--- src/rtl/csr_pkg.sv ---
package csr_pkg;
    // Register offsets (byte-wide registers on a plain address port)
    localparam logic [7:0] ADDR_CLOCK_SOURCE_CONTROL = 8'h1d;
    localparam logic [7:0] ADDR_FAULT_STATUS         = 8'h1e;
    localparam logic [7:0] ADDR_REVISION_CODE        = 8'h1f;
    localparam logic [7:0] ADDR_RX_EVENT             = 8'h20;
    localparam logic [7:0] ADDR_RX_CONFIG            = 8'h21;
    localparam logic [7:0] ADDR_CHANNEL_A_IO_CONFIG  = 8'h1a;
    localparam logic [7:0] ADDR_CHANNEL_B_IO_CONFIG  = 8'h1b;
    localparam logic [7:0] ADDR_RECEIVE_FIFO_A       = 8'h22;
    localparam logic [7:0] ADDR_RECEIVE_FIFO_B       = 8'h23;
    // Clock-source control fields
    localparam int CLK_SUPPLY_WARN_IRQ_EN = 7;
    localparam int CLK_PIN_DRIVE_OVERRIDE = 6;
    localparam int CLK_CLOCK_OUTPUT_EN    = 4;
    localparam int CLK_DIV_HI             = 3;
    localparam int CLK_DIV_LO             = 2;
    localparam int CLK_EXTERNAL_SEL       = 1;
    localparam int CLK_CRYSTAL_EN         = 0;
    localparam logic [7:0] CLK_WRITE_MASK = 8'hdf;
    // Fault status fields: latched copies sit 4 above their live flags
    localparam int STAT_LATCH_LO = 4;
    localparam int STAT_SUPPLY_WARN = 0;
    // Channel io config fields
    localparam int IO_TX_EN = 5;
    localparam int IO_TX    = 4;
    // Receive event / config fields (channel a bit 0, channel b bit 1)
    localparam int RX_READY_LO = 0;
    localparam int RX_ERROR_LO = 2;
    localparam int RXCFG_READY_PIN_EN = 0;
    localparam int RXCFG_ERROR_PIN_EN = 1;
    localparam int RXCFG_RETRANSMIT   = 2;
    localparam logic [7:0] RESET_VALUE = 8'h00;
    // Revision code: arbitrary neutral value
    localparam logic [3:0] REVISION_CODE_BITS = 4'h3;
    // Clock output 3.686 MHz derived from the 14.745 MHz reference (div 4)
    localparam int CLKOUT_HALF_PERIOD = 2;
endpackage : csr_pkg

--- src/rtl/csr_if.sv ---
`timescale 1ns/100ps
interface csr_if;
    logic [7:0] addr;
    logic [7:0] wdata;
    logic       wr;
    logic       rd;
    logic [7:0] rdata;
    modport dev  (input addr, input wdata, input wr, input rd, output rdata);
    modport host (output addr, output wdata, output wr, output rd,
                  input rdata);
endinterface : csr_if

--- src/rtl/csr_device.sv ---
`timescale 1ns/100ps
module csr_device (
    // Clock and reset
    input  wire logic       clk,
    input  wire logic       resetn,
    // Register port
    csr_if.dev              bus,
    // Analog monitor indications (asynchronous)
    input  wire logic       thermal_shutdown_in,
    input  wire logic       temp_above_warn_in,
    input  wire logic       temp_below_clear_in,
    input  wire logic       supply_undervoltage_in,
    input  wire logic       supply_warning_in,
    // Line control pins (asynchronous), channel a bit 0
    input  wire logic [1:0] transmit_pin,
    input  wire logic [1:0] transmit_enable_pin,
    // Framer events, one-cycle pulses
    input  wire logic [1:0] rx_message_good,
    input  wire logic [1:0] rx_message_bad,
    // Outputs
    output logic [1:0]      line_out,
    output logic [1:0]      line_drive_en,
    output logic            clock_output_pin,
    output logic            crystal_osc_enable,
    output logic            external_clock_select,
    output logic [1:0]      crystal_divider_select,
    output logic            status_interrupt,
    output logic            irq_n,
    output logic [1:0]      receive_ready_pin_n,
    output logic [1:0]      receive_error_pin_n,
    output logic [1:0]      retransmit_req
);
    logic [7:0] clk_ctl_r;
    logic [7:0] io_a_r;
    logic [7:0] io_b_r;
    logic [7:0] rx_cfg_r;
    logic [3:0] live_r;
    logic [3:0] live_prev_r;
    logic [3:0] latched_r;
    logic [1:0] rx_ready_r;
    logic [1:0] rx_error_r;
    logic [4:0] mon_s1_r;
    logic [4:0] mon_s2_r;
    logic [3:0] pin_s1_r;
    logic [3:0] pin_s2_r;
    logic [1:0] clk_div_r;
    logic [7:0] rdata_r;
    logic       rd_status;
    logic       rd_fifo_a;
    logic       rd_fifo_b;
    logic [3:0] rise;
    logic       live_temp_nxt;

    assign rd_status = bus.rd && bus.addr == csr_pkg::ADDR_FAULT_STATUS;
    assign rd_fifo_a = bus.rd && bus.addr == csr_pkg::ADDR_RECEIVE_FIFO_A;
    assign rd_fifo_b = bus.rd && bus.addr == csr_pkg::ADDR_RECEIVE_FIFO_B;
    assign bus.rdata = rdata_r;

    // Two-stage synchronisers for monitors and pins
    always_ff @(posedge clk or negedge resetn) begin
        if (!resetn) begin
            mon_s1_r <= '0;
            mon_s2_r <= '0;
            pin_s1_r <= '0;
            pin_s2_r <= '0;
        end else begin
            mon_s1_r <= {thermal_shutdown_in, temp_above_warn_in,
                         temp_below_clear_in, supply_undervoltage_in,
                         supply_warning_in};
            mon_s2_r <= mon_s1_r;
            pin_s1_r <= {transmit_enable_pin, transmit_pin};
            pin_s2_r <= pin_s1_r;
        end
    end

    // Writable registers
    always_ff @(posedge clk or negedge resetn) begin
        if (!resetn) begin
            clk_ctl_r <= csr_pkg::RESET_VALUE;
            io_a_r    <= csr_pkg::RESET_VALUE;
            io_b_r    <= csr_pkg::RESET_VALUE;
            rx_cfg_r  <= csr_pkg::RESET_VALUE;
        end else if (bus.wr) begin
            case (bus.addr)
                csr_pkg::ADDR_CLOCK_SOURCE_CONTROL:
                    clk_ctl_r <= bus.wdata & csr_pkg::CLK_WRITE_MASK;
                csr_pkg::ADDR_CHANNEL_A_IO_CONFIG: io_a_r <= bus.wdata;
                csr_pkg::ADDR_CHANNEL_B_IO_CONFIG: io_b_r <= bus.wdata;
                csr_pkg::ADDR_RX_CONFIG:           rx_cfg_r <= bus.wdata;
                default: ;
            endcase
        end
    end

    // Live flags; temperature warning has hysteresis
    always_comb begin
        live_temp_nxt = live_r[2];
        if (mon_s2_r[3]) begin
            live_temp_nxt = 1'b1;
        end else if (mon_s2_r[2]) begin
            live_temp_nxt = 1'b0;
        end
    end

    always_ff @(posedge clk or negedge resetn) begin
        if (!resetn) begin
            live_r      <= '0;
            live_prev_r <= '0;
        end else begin
            live_r[3]   <= mon_s2_r[4];
            live_r[2]   <= live_temp_nxt;
            live_r[1]   <= mon_s2_r[1];
            live_r[0]   <= mon_s2_r[0];
            live_prev_r <= live_r;
        end
    end

    assign rise = live_r & ~live_prev_r;

    // Latched copies: a rising flag in the read cycle is kept
    always_ff @(posedge clk or negedge resetn) begin
        if (!resetn) begin
            latched_r <= '0;
        end else begin
            latched_r <= (rd_status ? 4'h0 : latched_r) | rise;
        end
    end

    // Receive events, set wins over the clearing read (fifo read for ready, event read for error)
    always_ff @(posedge clk or negedge resetn) begin
        if (!resetn) begin
            rx_ready_r <= '0;
            rx_error_r <= '0;
        end else begin
            rx_ready_r <= (rx_ready_r & ~{rd_fifo_b, rd_fifo_a})
                          | rx_message_good;
            if (bus.rd && bus.addr == csr_pkg::ADDR_RX_EVENT) begin
                rx_error_r <= rx_message_bad;
            end else begin
                rx_error_r <= rx_error_r | rx_message_bad;
            end
        end
    end

    // Read data, one cycle after the strobe
    always_ff @(posedge clk or negedge resetn) begin
        if (!resetn) begin
            rdata_r <= '0;
        end else if (bus.rd) begin
            case (bus.addr)
                csr_pkg::ADDR_CLOCK_SOURCE_CONTROL: rdata_r <= clk_ctl_r;
                csr_pkg::ADDR_FAULT_STATUS: rdata_r <= {latched_r, live_r};
                csr_pkg::ADDR_REVISION_CODE:
                    rdata_r <= {4'h0, csr_pkg::REVISION_CODE_BITS};
                csr_pkg::ADDR_CHANNEL_A_IO_CONFIG: rdata_r <= io_a_r;
                csr_pkg::ADDR_CHANNEL_B_IO_CONFIG: rdata_r <= io_b_r;
                csr_pkg::ADDR_RX_CONFIG: rdata_r <= rx_cfg_r;
                csr_pkg::ADDR_RX_EVENT:
                    rdata_r <= {4'h0, rx_error_r, rx_ready_r};
                default: rdata_r <= '0;
            endcase
        end else begin
            rdata_r <= '0;
        end
    end

    // Clock output: divide by four, held low when disabled
    always_ff @(posedge clk or negedge resetn) begin
        if (!resetn) begin
            clk_div_r        <= '0;
            clock_output_pin <= 1'b0;
        end else if (clk_ctl_r[csr_pkg::CLK_CLOCK_OUTPUT_EN]) begin
            clk_div_r <= clk_div_r + 2'd1;
            if (clk_div_r == 2'(csr_pkg::CLKOUT_HALF_PERIOD - 1)) begin
                clk_div_r        <= '0;
                clock_output_pin <= ~clock_output_pin;
            end
        end else begin
            clk_div_r        <= '0;
            clock_output_pin <= 1'b0;
        end
    end

    // Registered outputs
    always_ff @(posedge clk or negedge resetn) begin
        if (!resetn) begin
            line_out               <= '0;
            line_drive_en          <= '0;
            crystal_osc_enable     <= 1'b0;
            external_clock_select  <= 1'b0;
            crystal_divider_select <= '0;
            status_interrupt       <= 1'b0;
            irq_n                  <= 1'b1;
            receive_ready_pin_n    <= 2'b11;
            receive_error_pin_n    <= 2'b11;
            retransmit_req         <= '0;
        end else begin
            if (clk_ctl_r[csr_pkg::CLK_PIN_DRIVE_OVERRIDE]) begin
                line_out      <= {io_b_r[csr_pkg::IO_TX],
                                  io_a_r[csr_pkg::IO_TX]};
                line_drive_en <= {io_b_r[csr_pkg::IO_TX_EN],
                                  io_a_r[csr_pkg::IO_TX_EN]};
            end else begin
                line_out      <= pin_s2_r[1:0];
                line_drive_en <= pin_s2_r[3:2];
            end
            crystal_osc_enable <= clk_ctl_r[csr_pkg::CLK_CRYSTAL_EN];
            external_clock_select <=
                clk_ctl_r[csr_pkg::CLK_EXTERNAL_SEL];
            crystal_divider_select <=
                clk_ctl_r[csr_pkg::CLK_DIV_HI:csr_pkg::CLK_DIV_LO];
            status_interrupt <= (|latched_r[3:1])
                || (latched_r[0]
                    && clk_ctl_r[csr_pkg::CLK_SUPPLY_WARN_IRQ_EN]);
            irq_n <= ~((|rx_ready_r) || (|rx_error_r));
            receive_ready_pin_n <= ~(rx_ready_r
                & {2{rx_cfg_r[csr_pkg::RXCFG_READY_PIN_EN]}});
            receive_error_pin_n <= ~(rx_error_r
                & {2{rx_cfg_r[csr_pkg::RXCFG_ERROR_PIN_EN]}});
            retransmit_req <= rx_message_bad
                & {2{rx_cfg_r[csr_pkg::RXCFG_RETRANSMIT]}};
        end
    end
endmodule : csr_device

--- src/flat_wrapper.sv ---
// flat-port wrapper written by rule: the top's interface ports become plain ports
module csr_device_flat 
  (clk, resetn, thermal_shutdown_in, temp_above_warn_in, temp_below_clear_in, supply_undervoltage_in, supply_warning_in, transmit_pin, transmit_enable_pin, rx_message_good, rx_message_bad, line_out, line_drive_en, clock_output_pin, crystal_osc_enable, external_clock_select, crystal_divider_select, status_interrupt, irq_n, receive_ready_pin_n, receive_error_pin_n, retransmit_req, bus_addr, bus_wdata, bus_wr, bus_rd, bus_rdata);
  csr_if bus_i ();
  input  wire logic clk;
  input  wire logic resetn;
  input  wire logic thermal_shutdown_in;
  input  wire logic temp_above_warn_in;
  input  wire logic temp_below_clear_in;
  input  wire logic supply_undervoltage_in;
  input  wire logic supply_warning_in;
  input  wire logic [1:0] transmit_pin;
  input  wire logic [1:0] transmit_enable_pin;
  input  wire logic [1:0] rx_message_good;
  input  wire logic [1:0] rx_message_bad;
  output logic [1:0] line_out;
  output logic [1:0] line_drive_en;
  output logic clock_output_pin;
  output logic crystal_osc_enable;
  output logic external_clock_select;
  output logic [1:0] crystal_divider_select;
  output logic status_interrupt;
  output logic irq_n;
  output logic [1:0] receive_ready_pin_n;
  output logic [1:0] receive_error_pin_n;
  output logic [1:0] retransmit_req;
  input wire logic [$bits(bus_i.addr)-1:0] bus_addr;
  input wire logic [$bits(bus_i.wdata)-1:0] bus_wdata;
  input wire logic [$bits(bus_i.wr)-1:0] bus_wr;
  input wire logic [$bits(bus_i.rd)-1:0] bus_rd;
  output wire logic [$bits(bus_i.rdata)-1:0] bus_rdata;
  assign bus_i.addr = bus_addr;
  assign bus_i.wdata = bus_wdata;
  assign bus_i.wr = bus_wr;
  assign bus_i.rd = bus_rd;
  assign bus_rdata = bus_i.rdata;
  csr_device u_core (.clk(clk), .resetn(resetn), .bus(bus_i), .thermal_shutdown_in(thermal_shutdown_in), .temp_above_warn_in(temp_above_warn_in), .temp_below_clear_in(temp_below_clear_in), .supply_undervoltage_in(supply_undervoltage_in), .supply_warning_in(supply_warning_in), .transmit_pin(transmit_pin), .transmit_enable_pin(transmit_enable_pin), .rx_message_good(rx_message_good), .rx_message_bad(rx_message_bad), .line_out(line_out), .line_drive_en(line_drive_en), .clock_output_pin(clock_output_pin), .crystal_osc_enable(crystal_osc_enable), .external_clock_select(external_clock_select), .crystal_divider_select(crystal_divider_select), .status_interrupt(status_interrupt), .irq_n(irq_n), .receive_ready_pin_n(receive_ready_pin_n), .receive_error_pin_n(receive_error_pin_n), .retransmit_req(retransmit_req));
endmodule
--- config.mk ---
export PLATFORM = sky130hd
export DESIGN_NAME = csr_device_flat
export DESIGN_NICKNAME = d
export VERILOG_FILES = /design/src/rtl/csr_pkg.sv /design/src/rtl/csr_if.sv /design/src/rtl/csr_device.sv /design/src/flat_wrapper.sv
export SDC_FILE = /design/constraint.sdc
export NUM_CORES = 1
export LEC_CHECK = 0
export ABC_AREA = 1
export BUFFER_PORTS_ARGS = -buffer_cell sky130_fd_sc_hd__buf_2
export CAP_MARGIN = 20
export CORE_UTILIZATION = 35
export CTS_CLUSTER_SIZE = 16
export DETAILED_ROUTE_END_ITERATION = 12
export PLACE_DENSITY = 0.63
export SETUP_SLACK_MARGIN = 0.3
export SYNTH_ARGS = -nofsm -noshare
export SYNTH_HDL_FRONTEND = slang
export SYNTH_SLANG_ARGS = --single-unit
--- constraint.sdc ---
create_clock -name clk -period 0.9 [get_ports clk]
set_clock_uncertainty 0.15 [all_clocks]
set_input_delay 0 -clock clk [delete_from_list [all_inputs] [get_ports clk]]
set_output_delay 0 -clock clk [all_outputs]
set_load 0.02 [all_outputs]
=== Word-level counts from Yosys, hierarchy flattened ===
Index checks and enable logic that the tools add are counted.

* Word-level logic and storage cells: 80
* Output and inout bits: 25
* Bits of input ports: 33
* Register bits after elaboration: 92

* Reductions and logical operators: 15
* Multiplexer cells: 12
* Equality and inequality tests: 11
* Add/subtract/negate cells: 1
* Bitwise operators: 14

{| class="wikitable"
|+ Operators by type and width
! kind !! number
|-
| 8-bit case mux with 7 select lines || 1
|-
| 8-bit by 5-bit == test with 1-bit output (second input constant) || 5
|-
| 8-bit by 6-bit == test with 1-bit output (second input constant) || 4
|-
| 2-bit 2-to-1 mux || 5
|-
| 2-bit AND || 4
|-
| 8-bit 2-to-1 mux || 1
|-
| 2-bit AND reduction || 4
|-
| 2-bit inverter || 3
|-
| 1-bit logical AND || 5
|-
| 4-bit AND || 1
|-
| 1-bit 2-to-1 mux || 4
|-
| 4-bit 2-to-1 mux || 1
|-
| 4-bit inverter || 1
|-
| 2-bit OR || 2
|-
| 4-bit OR || 1
|-
| 2-bit OR reduction || 2
|-
| 3-bit OR reduction || 1
|-
| 2-bit by 1-bit adder with 2-bit output (second input constant) || 1
|-
| 2-bit by 1-bit == test with 1-bit output (second input constant) || 1
|-
| 1-bit logical OR || 2
|-
| 2-bit inequality test (second input constant) || 1
|-
| 1-bit inverter || 2
|-
| 2-bit nonzero test || 1
|}

=== Logic depth before layout (Yosys ltp) ===
Gate-level depths: netlist of run 1.

* Depth in word-level cells: 5
* Depth in mapped cells: 9
* Gate-level depth less buffers: 8

=== Worst setup path after synthesis of run 1 ===
Ideal clock, no wire load.

* Path type: input -> register
* Start: input port bus_addr[6]
* End: register u_core.latched_r[0]
* Stages on the path: 7
* Setup time: 131 ps
* Arrival time: 794 ps
* Slack: -175 ps
* Required time: 619 ps
* Path buffers: 1
* Cells stage by stage: inv_1 > nand2_1 > nor2_4 > buf_6 > nand2_1 > nor2_1 > o22ai_1

* Cells in the longest elaborated chain, start to end: 4

{| class="wikitable"
|+ RTL lines
! what !! RTL line !! text
|-
| start, declared || flat_wrapper.sv:27 || <nowiki>input wire logic [$bits(bus_i.addr)-1:0] bus_addr;</nowiki>
|-
| 8-bit by 5-bit == test with 1-bit output || csr_device.sv:54 || <nowiki>assign rd_status = bus.rd && bus.addr == csr_pkg::ADDR_FAULT_STATUS;</nowiki>
|-
| 1-bit logical AND || csr_device.sv:54 ||
|-
| 4-bit 2-to-1 mux || csr_device.sv:125 || <nowiki>latched_r <= (rd_status ? 4'h0 : latched_r) | rise;</nowiki>
|-
| 4-bit OR || csr_device.sv:125 ||
|-
| end signal, assigned || csr_device.sv:125 ||
|-
| end, declared || csr_device.sv:39 || <nowiki>logic [3:0] latched_r;</nowiki>
|}

Every way passes these cells.
A chain may end at the register's enable or synchronous reset.

=== Worst setup path after layout of run 1 ===
* Start: register u_core.receive_error_pin_n[0]
* End: output port receive_error_pin_n[0]

{| class="wikitable"
|+ RTL lines
! what !! RTL line !! text
|-
| start, declared || csr_device.sv:30 || <nowiki>output logic [1:0] receive_error_pin_n,</nowiki>
|-
| start signal, assigned || csr_device.sv:218 || <nowiki>receive_error_pin_n <= ~(rx_error_r</nowiki>
|-
| end, declared || flat_wrapper.sv:25 || <nowiki>output logic [1:0] receive_error_pin_n;</nowiki>
|}

No word-level cell between the ends.

==> impl_results.md, run 1 <==
* Initial antenna violation count at 0
* CP cell instances: buf_6
* Max Cap Viol at 0
* Cell family contributing the most delay on the critical path: flip-flops
* FFs w/ async S/R, synth at 1.00
* Number of fill cells in the layout at 769
* Fmax at about 0.86 GHz
* Vias at 3193
* Seq/Total Area, Yosys at 0.639
* Worst-Margin Slew at 0.314 ns
* Yosys top cell area share at 0.602
* Synth area leader: dfrtp_1
* Clock Root Buffer: clkbuf_8
* Setup Crit Path Kind: flip-flop to output pin
* Num CTS Buffers at 9
* Final Max Slew Viols at 0
* Final WL at between 10 and 15 mm
* First-pass iteration count of the detailed router at 5
* Post-Syn Area per Cell at 9.82 um2
* Final period utilization at 1.29
* Synth warn at 0
* CTS Hold Bufs at 9
* Reg2Reg Setup Slack at -0.18 ns
* Wirelength per Cell at 16.4 um
* N_diodes at 0
* TritonCTS clock tree: yes
* Max-Slew Margin vs Limit at 0.790
* Final hold slack at -0.640 ns
* RePlAce Congestion at 0.824
* DRC viols at 0
* Leakage at 2.98 nW
* GRT Residual Overflow at 0
* Largest net degree at the start of global routing at 27
* Proportion of synthesized area in mux cells at 0
* Count leader, synth: dfrtp_1
* Layer with the highest usage: met2
* RSZ-0062 raised after global routing: yes
* Status: finished, violations left
* Hold WC Path Type: input port to async pin
* Worst-path clk slew at approximately 0.09 ns
* Total negative slack at -6.37 ns
* Reg area at ~2300 um2
* #FFs+latches synth at just over 90
* IO buf count at 57
* GR Util met1 at 0.245
* Tmin final at 1.17 ns
* Post-synth net total at approximately 400
* XOR/XNOR share of the synthesized area at 0
* GRT Util Overall at 0.204
* # nets final at 560
* Width of the chip at 104 um
* Post-synthesis simple-gate area fraction at 0.220
* Met2 Resource Use GR at 0.345
* Post-route core utilization at 0.622
* Post-synth cell types at 26
* Layout cells sized above 1 at 0.585
* Buffer depth of the longest clock path at 2
* Failing checks: hold timing, setup timing
* Post-synthesis adder-cell area fraction at 0
* I/O Pins at 58
* Final hold violations at 141
* Initial Utilization at 0.365
* CP max FO at 1
* Crit start category: flip-flop
* DR vias/cell at just under 5
* CP bufs+invs at 1
* CP Data Required Time at 0.75 ns
* VDD IR max at 1.32 mV
* Synth Area in Compound Gates at 0.0807
* CP peak stage delay at 0.54 ns
* Drt first-iter violations at 183
* Setup WS pre-CTS at -0.519 ns
* Endpoint class of the critical path: output pin
* Post-synth EDFFs at 0
* PD cells at roughly 1500 nW/um2
* Cell Area, Synth at 3610 um2
* Number of global-route vias before repair at 3358
* Primary FF master, synth: dfrtp_1
* DPL Wire Length at 6.18 mm
* Overall Power at 0.00910 W
* Post-route ant nets at 0
* Global-route wire length before repair at 16.8 mm
* Chip Height at roughly 100 um
* Die ar. at between 10000 and 15000 um2
* Largest cells by area after synthesis: dfrtp_1 (60%), nand2_1 (8.5%), nand3_1 (5.4%), inv_1 (4.4%), dfstp_2 (3.6%)
* Clock H-tree levels at 3
* Largest family of logic cells by synthesized area: simple AND/OR/NAND/NOR gates
* Final setup fails at 65
* Met3 global-route usage at 0.0529
* Later-pin clock latency in the skew report at 0.37 ns
* Area of the multi-input gates at approximately 1600 um2
* Final WS setup at -0.265 ns
* FP Rows at 36
* Core area at 9910 um2
* Area Overhead vs Synth at 70.6%
* List of most frequent post-synthesis cells: dfrtp_1 (87), nand2_1 (82), inv_1 (42), nand3_1 (39), nor2_1 (29)
* Worst EP arrival at 1.02 ns
* Post-synthesis cell count at 368
* Slowest cell on crit path: dfstp_2
* Clock sink count at between 90 and 100
## report_power, final
part	switching (W)	internal, W	total (W)	leakage (nW)
Sequential	0.000176	0.00441	0.00458	1.04
Combinational	0.000750	0.000779	0.00153	1.84
Clock	0.00157	0.00141	0.00299	0.110
## state kept, by name (all words and copies together) (netlist names), 4 cells and up
name	flops
u_core.io_b_r	8
u_core.io_a_r	8
u_core.pin_s2_r	4
u_core.mon_s1_r	5
u_core.bus.rdata	8
u_core.mon_s2_r	5
u_core.live_prev_r	4
u_core.live_r	4
u_core.rx_cfg_r	8
u_core.pin_s1_r	4
u_core.latched_r	4
u_core.clk_ctl_r	7
## cell usage in the layout (no fill, tap or decap), drive strengths merged, types with 2 or more instances in the layout
cell type / netlist / final
o21ai: 44 / 44
dfstp: 5 / 5
dfrtp: 87 / 87
a21oi: 3 / 3
dlygate4sd3: 0 / 9
bufbuf: 0 / 2
nor3: 3 / 3
clkinv: 1 / 2
o22ai: 4 / 4
o21bai: 3 / 3
inv: 44 / 48
nand3: 39 / 39
nand2: 88 / 89
buf: 5 / 139
clkbuf: 1 / 10
nor2: 38 / 40
## per-layer routing
| layer | vias up | part of all wire |
|---|---|---|
| met4 | 0 | 0.038 |
| met5 | - | 0 |
| met2 | 89 | 0.54 |
| met3 | 26 | 0.034 |
| met1 | 1576 | 0.39 |
| li1 | 1502 | - |
## what timing repair did
action                                  in CTS  in global routing
resized for setup                          175                 90
endpoints found under the setup margin     108                108
setup buffers                               22                 15
hold endpoints to repair                   150                141
cloned                                       7                  0
pin swaps                                   65                 33
## per-stage QoR
stage / hold slack [ns] / cells / area (um2)
global route: -0.640 / 665 / 6170
detailed placement: -0.232 / 596 / 4550
floorplan: -0.446 / 368 / 3710
finish: -0.640 / 665 / 6170
global placement: -0.235 / 596 / 4550
CTS: -0.640 / 650 / 5720
## cells by family after synthesis
| kind of cell | Yosys count |
|---|---|
| simple gates | 170 |
| compound gates | 55 |
| buf+inv | 51 |
| flops | 92 |
## layout make-up
cell class              count  share of cell area
flip-flops and latches     92               0.375
multi-input cells         228               0.264
repair buffers            150               0.262
inverters                  45              0.0359
well taps                 133              0.0270
clock buffers              10              0.0223
clock inverters             6              0.0124
repair inverters            1             0.00122
## final timing paths
kind	start	endpoint	cells past startpoint
setup / recovery	u_core.receive_error_pin_n[0]	receive_error_pin_n[0]	1
min in group clk	rx_message_good[1]	u_core.rx_ready_r[1]	3
max in group asynchronous	resetn	u_core.clk_ctl_r[6]	2
hold / removal	resetn	u_core.crystal_divider_select[1]	1
hold reg to reg	u_core.mon_s1_r[1]	u_core.mon_s2_r[1]	0
setup reg to reg	u_core.io_b_r[2]	u_core.bus.rdata[2]	4
Note: power is estimated with default switching activity, not from simulation.
==> run 2: changes to the inputs <==
--- a/config.mk
+++ b/config.mk
@@ -12,6 +12,7 @@
 export CTS_CLUSTER_SIZE = 16
 export DETAILED_ROUTE_END_ITERATION = 12
 export PLACE_DENSITY = 0.63
+export REMOVE_ABC_BUFFERS = 1
 export SETUP_SLACK_MARGIN = 0.3
 export SYNTH_ARGS = -nofsm -noshare
 export SYNTH_HDL_FRONTEND = slang
==> impl_results.md, run 2 (same netlist as run 1, synthesis figures left out) <==
* CP cell instances: buf_6
* Die ar. at 10700 um2 (unchanged)
* Buffer depth of the longest clock path at 2 (unchanged)
* RePlAce Congestion at 0.902 (+9.5%)
* Final hold violations at 138 (-2.1%)
* Clock sink count at 92 (unchanged)
* First-pass iteration count of the detailed router at 4 (-1)
* Number of global-route vias before repair at 3113 (-7.3%)
* I/O Pins at 58 (unchanged)
* Total negative slack at -5.56 ns (+0.811 ns)
* Core area at 9910 um2 (unchanged)
* RSZ-0062 raised after global routing: yes
* Worst-Margin Slew at 0.276 ns (-0.0384 ns)
* Global-route wire length before repair at 15.3 mm (-9.0%)
* Max-Slew Margin vs Limit at 0.816 (+0.0256)
* Post-route ant nets at 0 (unchanged)
* Final Max Slew Viols at 0 (unchanged)
* Endpoint class of the critical path: output pin
* Cell family contributing the most delay on the critical path: flip-flops
* IO buf count at 57 (unchanged)
* Overall Power at 0.00860 W (-5.5%)
* # nets final at 548 (-2.1%)
* Final period utilization at 1.29 (-0.00787)
* Post-route cell area at 5720 um2 (-7.2%)
* Final WS setup at -0.258 ns (+0.00708 ns)
* Reg2Reg Setup Slack at -0.13 ns (+0.05 ns)
* Initial Utilization at 0.365 (unchanged)
* Crit start category: flip-flop
* CTS Hold Bufs at 9 (unchanged)
* Largest net degree at the start of global routing at 34 (+26%)
* Width of the chip at 104 um (unchanged)
* Setup Crit Path Kind: flip-flop to output pin
* Worst EP arrival at 1.01 ns (about the same)
* CP bufs+invs at 1 (unchanged)
* DPL Wire Length at 6.02 mm (-2.6%)
* Failing checks: hold timing, setup timing
* Leakage at 2.73 nW (-8.7%)
* CP peak stage delay at 0.54 ns (about the same)
* Layout cells sized above 1 at 0.543 (-0.0412)
* Drt first-iter violations at 179 (-2.2%)
* Placed cell areas at 4430 um2 (-2.6%)
* GRT Residual Overflow at 0 (unchanged)
* Post-route core utilization at 0.578 (-0.0446)
* TritonCTS clock tree: yes
* Most frequent cells in the layout: dfrtp_1 (85), nand2_1 (59), buf_6 (58), buf_4 (35), inv_2 (27)
* Max Cap Viol at 0 (unchanged)
* Num CTS Buffers at 9 (unchanged)
* Final hold slack at -0.640 ns (-0.000225 ns)
* Clock H-tree levels at 3 (unchanged)
* Final setup fails at 56 (-14%)
* Hold WC Path Type: input port to async pin
* DRC viols at 0 (unchanged)
* Later-pin clock latency in the skew report at 0.36 ns (about the same)
* Area Overhead vs Synth at 58.4%
* N_diodes at 0 (unchanged)
* Clock Root Buffer: clkbuf_8
* Worst-path clk slew at 0.08 ns (about the same)
* Fmax at 0.864 GHz (+0.61%)
* CP Data Required Time at 0.75 ns (about the same)
* Wirelength per Cell at 14.6 um (-11%)
* GRT Util Overall at 0.183 (-0.0210)
* DR vias/cell at 4.79 (-0.31%)
* Initial antenna violation count at 0 (unchanged)
* CP max FO at 1 (unchanged)
* Final WL at 9.51 mm (-13%)
* Slowest cell on crit path: dfstp_2
* Tmin final at 1.16 ns (-0.00708 ns)
* Vias at 3121 (-2.3%)
* FP Rows at 36 (unchanged)
* Setup WS pre-CTS at -0.447 ns (+0.0715 ns)
* VDD IR max at 1.18 mV (-10%)
* Commonest non-fill, non-tap cell in the layout: dfrtp_1
* Chip Height at 104 um (unchanged)
* Status: finished, violations left
* PD cells at 1500 nW/um2 (+1.8%)
[run 2: path summary, 6_finish.rpt]
kind / startpoint / cells past startpoint / endpoint
max: u_core.receive_ready_pin_n[0] / 1 / receive_ready_pin_n[0]
min in group clk: rx_message_good[0] / 3 / u_core.rx_ready_r[0]
max reg2reg: u_core.clk_ctl_r[6] / 4 / u_core.bus.rdata[6]
max in group asynchronous: resetn / 2 / u_core.clk_ctl_r[6]
min reg2reg: u_core.mon_s1_r[3] / 0 / u_core.mon_s2_r[3]
min: resetn / 1 / u_core.external_clock_select
[run 2: where the power goes]
| part | switching, W | total (W) | internal (W) |
|---|---|---|---|
| Sequential | 0.000184 | 0.00458 | 0.00440 |
| Clock | 0.00136 | 0.00272 | 0.00136 |
| Combinational | 0.000664 | 0.00130 | 0.000636 |
| Total | 0.00221 | 0.00860 | 0.00639 |
[run 2: per-layer routing]
layer,GRT usage,vias to the layer above,share of wire
met1,0.226,1505,0.41
met4,0.0714,0,0.034
met5,0,-,0
li1,-,1487,-
met2,0.309,101,0.52
met3,0.0428,28,0.040
[run 2: what timing repair did]
action	CTS	global route
cloned	5	0
pin swaps	59	54
setup endpoints to repair	108	108
endpoints found under the hold margin	150	141
buffers inserted	14	11
gates resized for setup	161	103
[run 2: final cells by class]
class | instances | area, um2
Timing Repair Buffer | 138 | 1350
Multi-Input combinational cell | 228 | 1500
Inverter | 45 | 194
Fill cell | 801 | 4190
Clock inverter | 3 | 46.3
Timing Repair inverter | 1 | 7.51
Sequential cell | 92 | 2310
Clock buffer | 12 | 145
Tap cell | 133 | 166
[run 2: metrics by stage]
| step | hold slack, ns | instances |
|---|---|---|
| after floorplan | -0.446 | 362 |
| after global placement | -0.255 | 598 |
| after detailed placement | -0.251 | 598 |
| after CTS | -0.634 | 641 |
| after global routing | -0.642 | 652 |
| final | -0.640 | 652 |
==> run 3: changes to the inputs <==
--- a/config.mk
+++ b/config.mk
@@ -9,8 +9,10 @@
 export BUFFER_PORTS_ARGS = -buffer_cell sky130_fd_sc_hd__buf_2
 export CAP_MARGIN = 20
 export CORE_UTILIZATION = 35
+export CTS_BUF_LIST = sky130_fd_sc_hd__clkbuf_8
 export CTS_CLUSTER_SIZE = 16
 export DETAILED_ROUTE_END_ITERATION = 12
+export HOLD_SLACK_MARGIN = 0.06
 export PLACE_DENSITY = 0.63
 export REMOVE_ABC_BUFFERS = 1
 export SETUP_SLACK_MARGIN = 0.3
==> impl_results.md, run 3 (same netlist as run 1, synthesis figures left out) <==
* Crit. path cell count at 1 (unchanged)
* Post-route core utilization at 0.580 (+0.00202)
* Area Overhead vs Synth at 59.0%
* Final period utilization at 1.29 (about the same)
* DRC viols at 0 (unchanged)
* Initial antenna violation count at 0 (unchanged)
* Clock H-tree levels at 3 (unchanged)
* Most frequent cells in the layout: dfrtp_1 (85), buf_6 (60), nand2_1 (59), buf_4 (35), inv_2 (27)
* DPL Wire Length at 6.02 mm (unchanged)
* Placed cell areas at 4430 um2 (unchanged)
* Reg2Reg Setup Slack at -0.13 ns (about the same)
* Status: finished, violations left
* # nets final at 550 (+0.36%)
* Later-pin clock latency in the skew report at 0.36 ns (about the same)
* CP peak stage delay at 0.54 ns (about the same)
* GRT Residual Overflow at 0 (unchanged)
* Dpl cells at 598 (unchanged)
* Max Cap Viol at 0 (unchanged)
* Final Max Slew Viols at 0 (unchanged)
* Clock sink count at 92 (unchanged)
* CP max FO at 1 (unchanged)
* Commonest non-fill, non-tap cell in the layout: dfrtp_1
* Tmin final at 1.16 ns (+0.000984 ns)
* Leakage at 2.74 nW (+0.43%)
* Width of the chip at 104 um (unchanged)
* Worst-path clk slew at 0.09 ns (about the same)
* Core area at 9910 um2 (unchanged)
* Global-route wire length before repair at 15.3 mm (+0.14%)
* Wirelength per Cell at 15.0 um (+2.7%)
* Endpoint class of the critical path: output pin
* Post-route cell area at 5740 um2 (+0.35%)
* Final hold violations at 136 (-1.4%)
* Total negative slack at -5.73 ns (-0.168 ns)
* Chip Height at 104 um (unchanged)
* Final WS setup at -0.259 ns (-0.000984 ns)
* Worst-Margin Slew at 0.279 ns (+0.00277 ns)
* Fmax at 0.863 GHz (about the same)
* Post-route ant nets at 0 (unchanged)
* DR vias/cell at 4.84 (+1.1%)
* TritonCTS clock tree: yes
* FP Rows at 36 (unchanged)
* CP Data Required Time at 0.75 ns (about the same)
* CTS Hold Bufs at 9 (unchanged)
* I/O Pins at 58 (unchanged)
* Layout cells sized above 1 at 0.547 (+0.00367)
* IO buf count at 57 (unchanged)
* N_diodes at 0 (unchanged)
* Hold WC Path Type: input port to async pin
* Initial Utilization at 0.365 (unchanged)
* Final setup fails at 57 (+1.8%)
* Final hold slack at -0.640 ns (+0.0000410 ns)
* Worst EP arrival at 1.01 ns (about the same)
* Crit start category: flip-flop
* Slowest cell on crit path: dfstp_2
* FF-to-FF Start: u_core.io_a_r[0]
* Final Non-Filler Cells at 654 (+0.31%)
* Num CTS Buffers at 9 (unchanged)
* Number of global-route vias before repair at 3120 (+0.22%)
* Worst Setup SP: u_core.receive_ready_pin_n[0]
* Setup WS pre-CTS at -0.447 ns (unchanged)
* Setup Crit Path Kind: flip-flop to output pin
* Clock Root Buffer: clkbuf_8
* RePlAce Congestion at 0.902 (unchanged)
* PD cells at 1500 nW/um2 (-0.47%)
* Vias at 3164 (+1.4%)
* Cell family contributing the most delay on the critical path: flip-flops
* Final WL at 9.80 mm (+3.0%)
* Reg-to-reg critical path endpoint: u_core.bus.rdata[0]
* VDD IR max at 1.23 mV (+4.1%)
* CP cell instances: buf_6
* Die ar. at 10700 um2 (unchanged)
* Max-Slew Margin vs Limit at 0.814 (-0.00184)
* First-pass iteration count of the detailed router at 5 (+1)
* Buffer depth of the longest clock path at 2 (unchanged)
* R2R depth at 4 (unchanged)
* GRT Util Overall at 0.183 (+0.000687)
* CP bufs+invs at 1 (unchanged)
* Failing checks: hold timing, setup timing
* RSZ-0062 raised after global routing: yes
* Largest net degree at the start of global routing at 34 (unchanged)
* Drt first-iter violations at 146 (-18%)
-- run 3: cell count changes in the layout (fill, tap and decap cells not counted), moves of 2 or more --
cell	delta
o21ai_2	+2
nand2_2	+2
o21ai_1	-2
clkbuf_1	-2
buf_6	+2
nand2_4	-2
inv_1	+2
-- run 3: metrics by stage --
stage | power, W | hold slack (ns)
after floorplan | 0.00495 | -0.446
after global placement | 0.00543 | -0.255
after detailed placement | 0.00545 | -0.251
after CTS | 0.00845 | -0.634
after global routing | 0.00895 | -0.642
final | 0.00859 | -0.640
-- run 3: worst max path at each step --
stage / slack, ns / end
finish: -0.26 / receive_ready_pin_n[0]
global route: -0.29 / receive_ready_pin_n[0]
global placement: -0.45 / u_core.bus.rdata[5]
CTS: -0.25 / receive_ready_pin_n[0]
floorplan: -0.42 / u_core.latched_r[0]
detailed placement: -0.45 / u_core.bus.rdata[5]
-- run 3: routing by layer --
metal,vias up,share of wire,GRT usage
met2,106,0.53,0.312
met3,25,0.049,0.0422
met5,-,0,0
met4,0,0.026,0.0704
li1,1494,-,-
met1,1539,0.40,0.226
-- run 3: cell type report --
| cell class | instances | area, um2 |
|---|---|---|
| clock buffers | 10 | 138 |
| repair inverters | 1 | 7.51 |
| multi-input cells | 228 | 1490 |
| clock inverters | 5 | 53.8 |
| inverters | 45 | 194 |
| flip-flops and latches | 92 | 2310 |
| fillers | 797 | 4170 |
| well taps | 133 | 166 |
| repair buffers | 140 | 1380 |
-- run 3: report_power, final --
part	switching (W)	leakage (nW)	internal, W
sequential	0.000184	1.04	0.00440
clock	0.00136	0.101	0.00133
combinational	0.000666	1.60	0.000641
total	0.00221	2.74	0.00638
-- run 3: timing repair --
item	4_1_cts	5_1_grt
pin swaps	59	54
endpoints found under the hold margin	150	141
gates resized for setup	161	102
buffers inserted	14	13
cloned	5	0
setup endpoints to repair	108	108
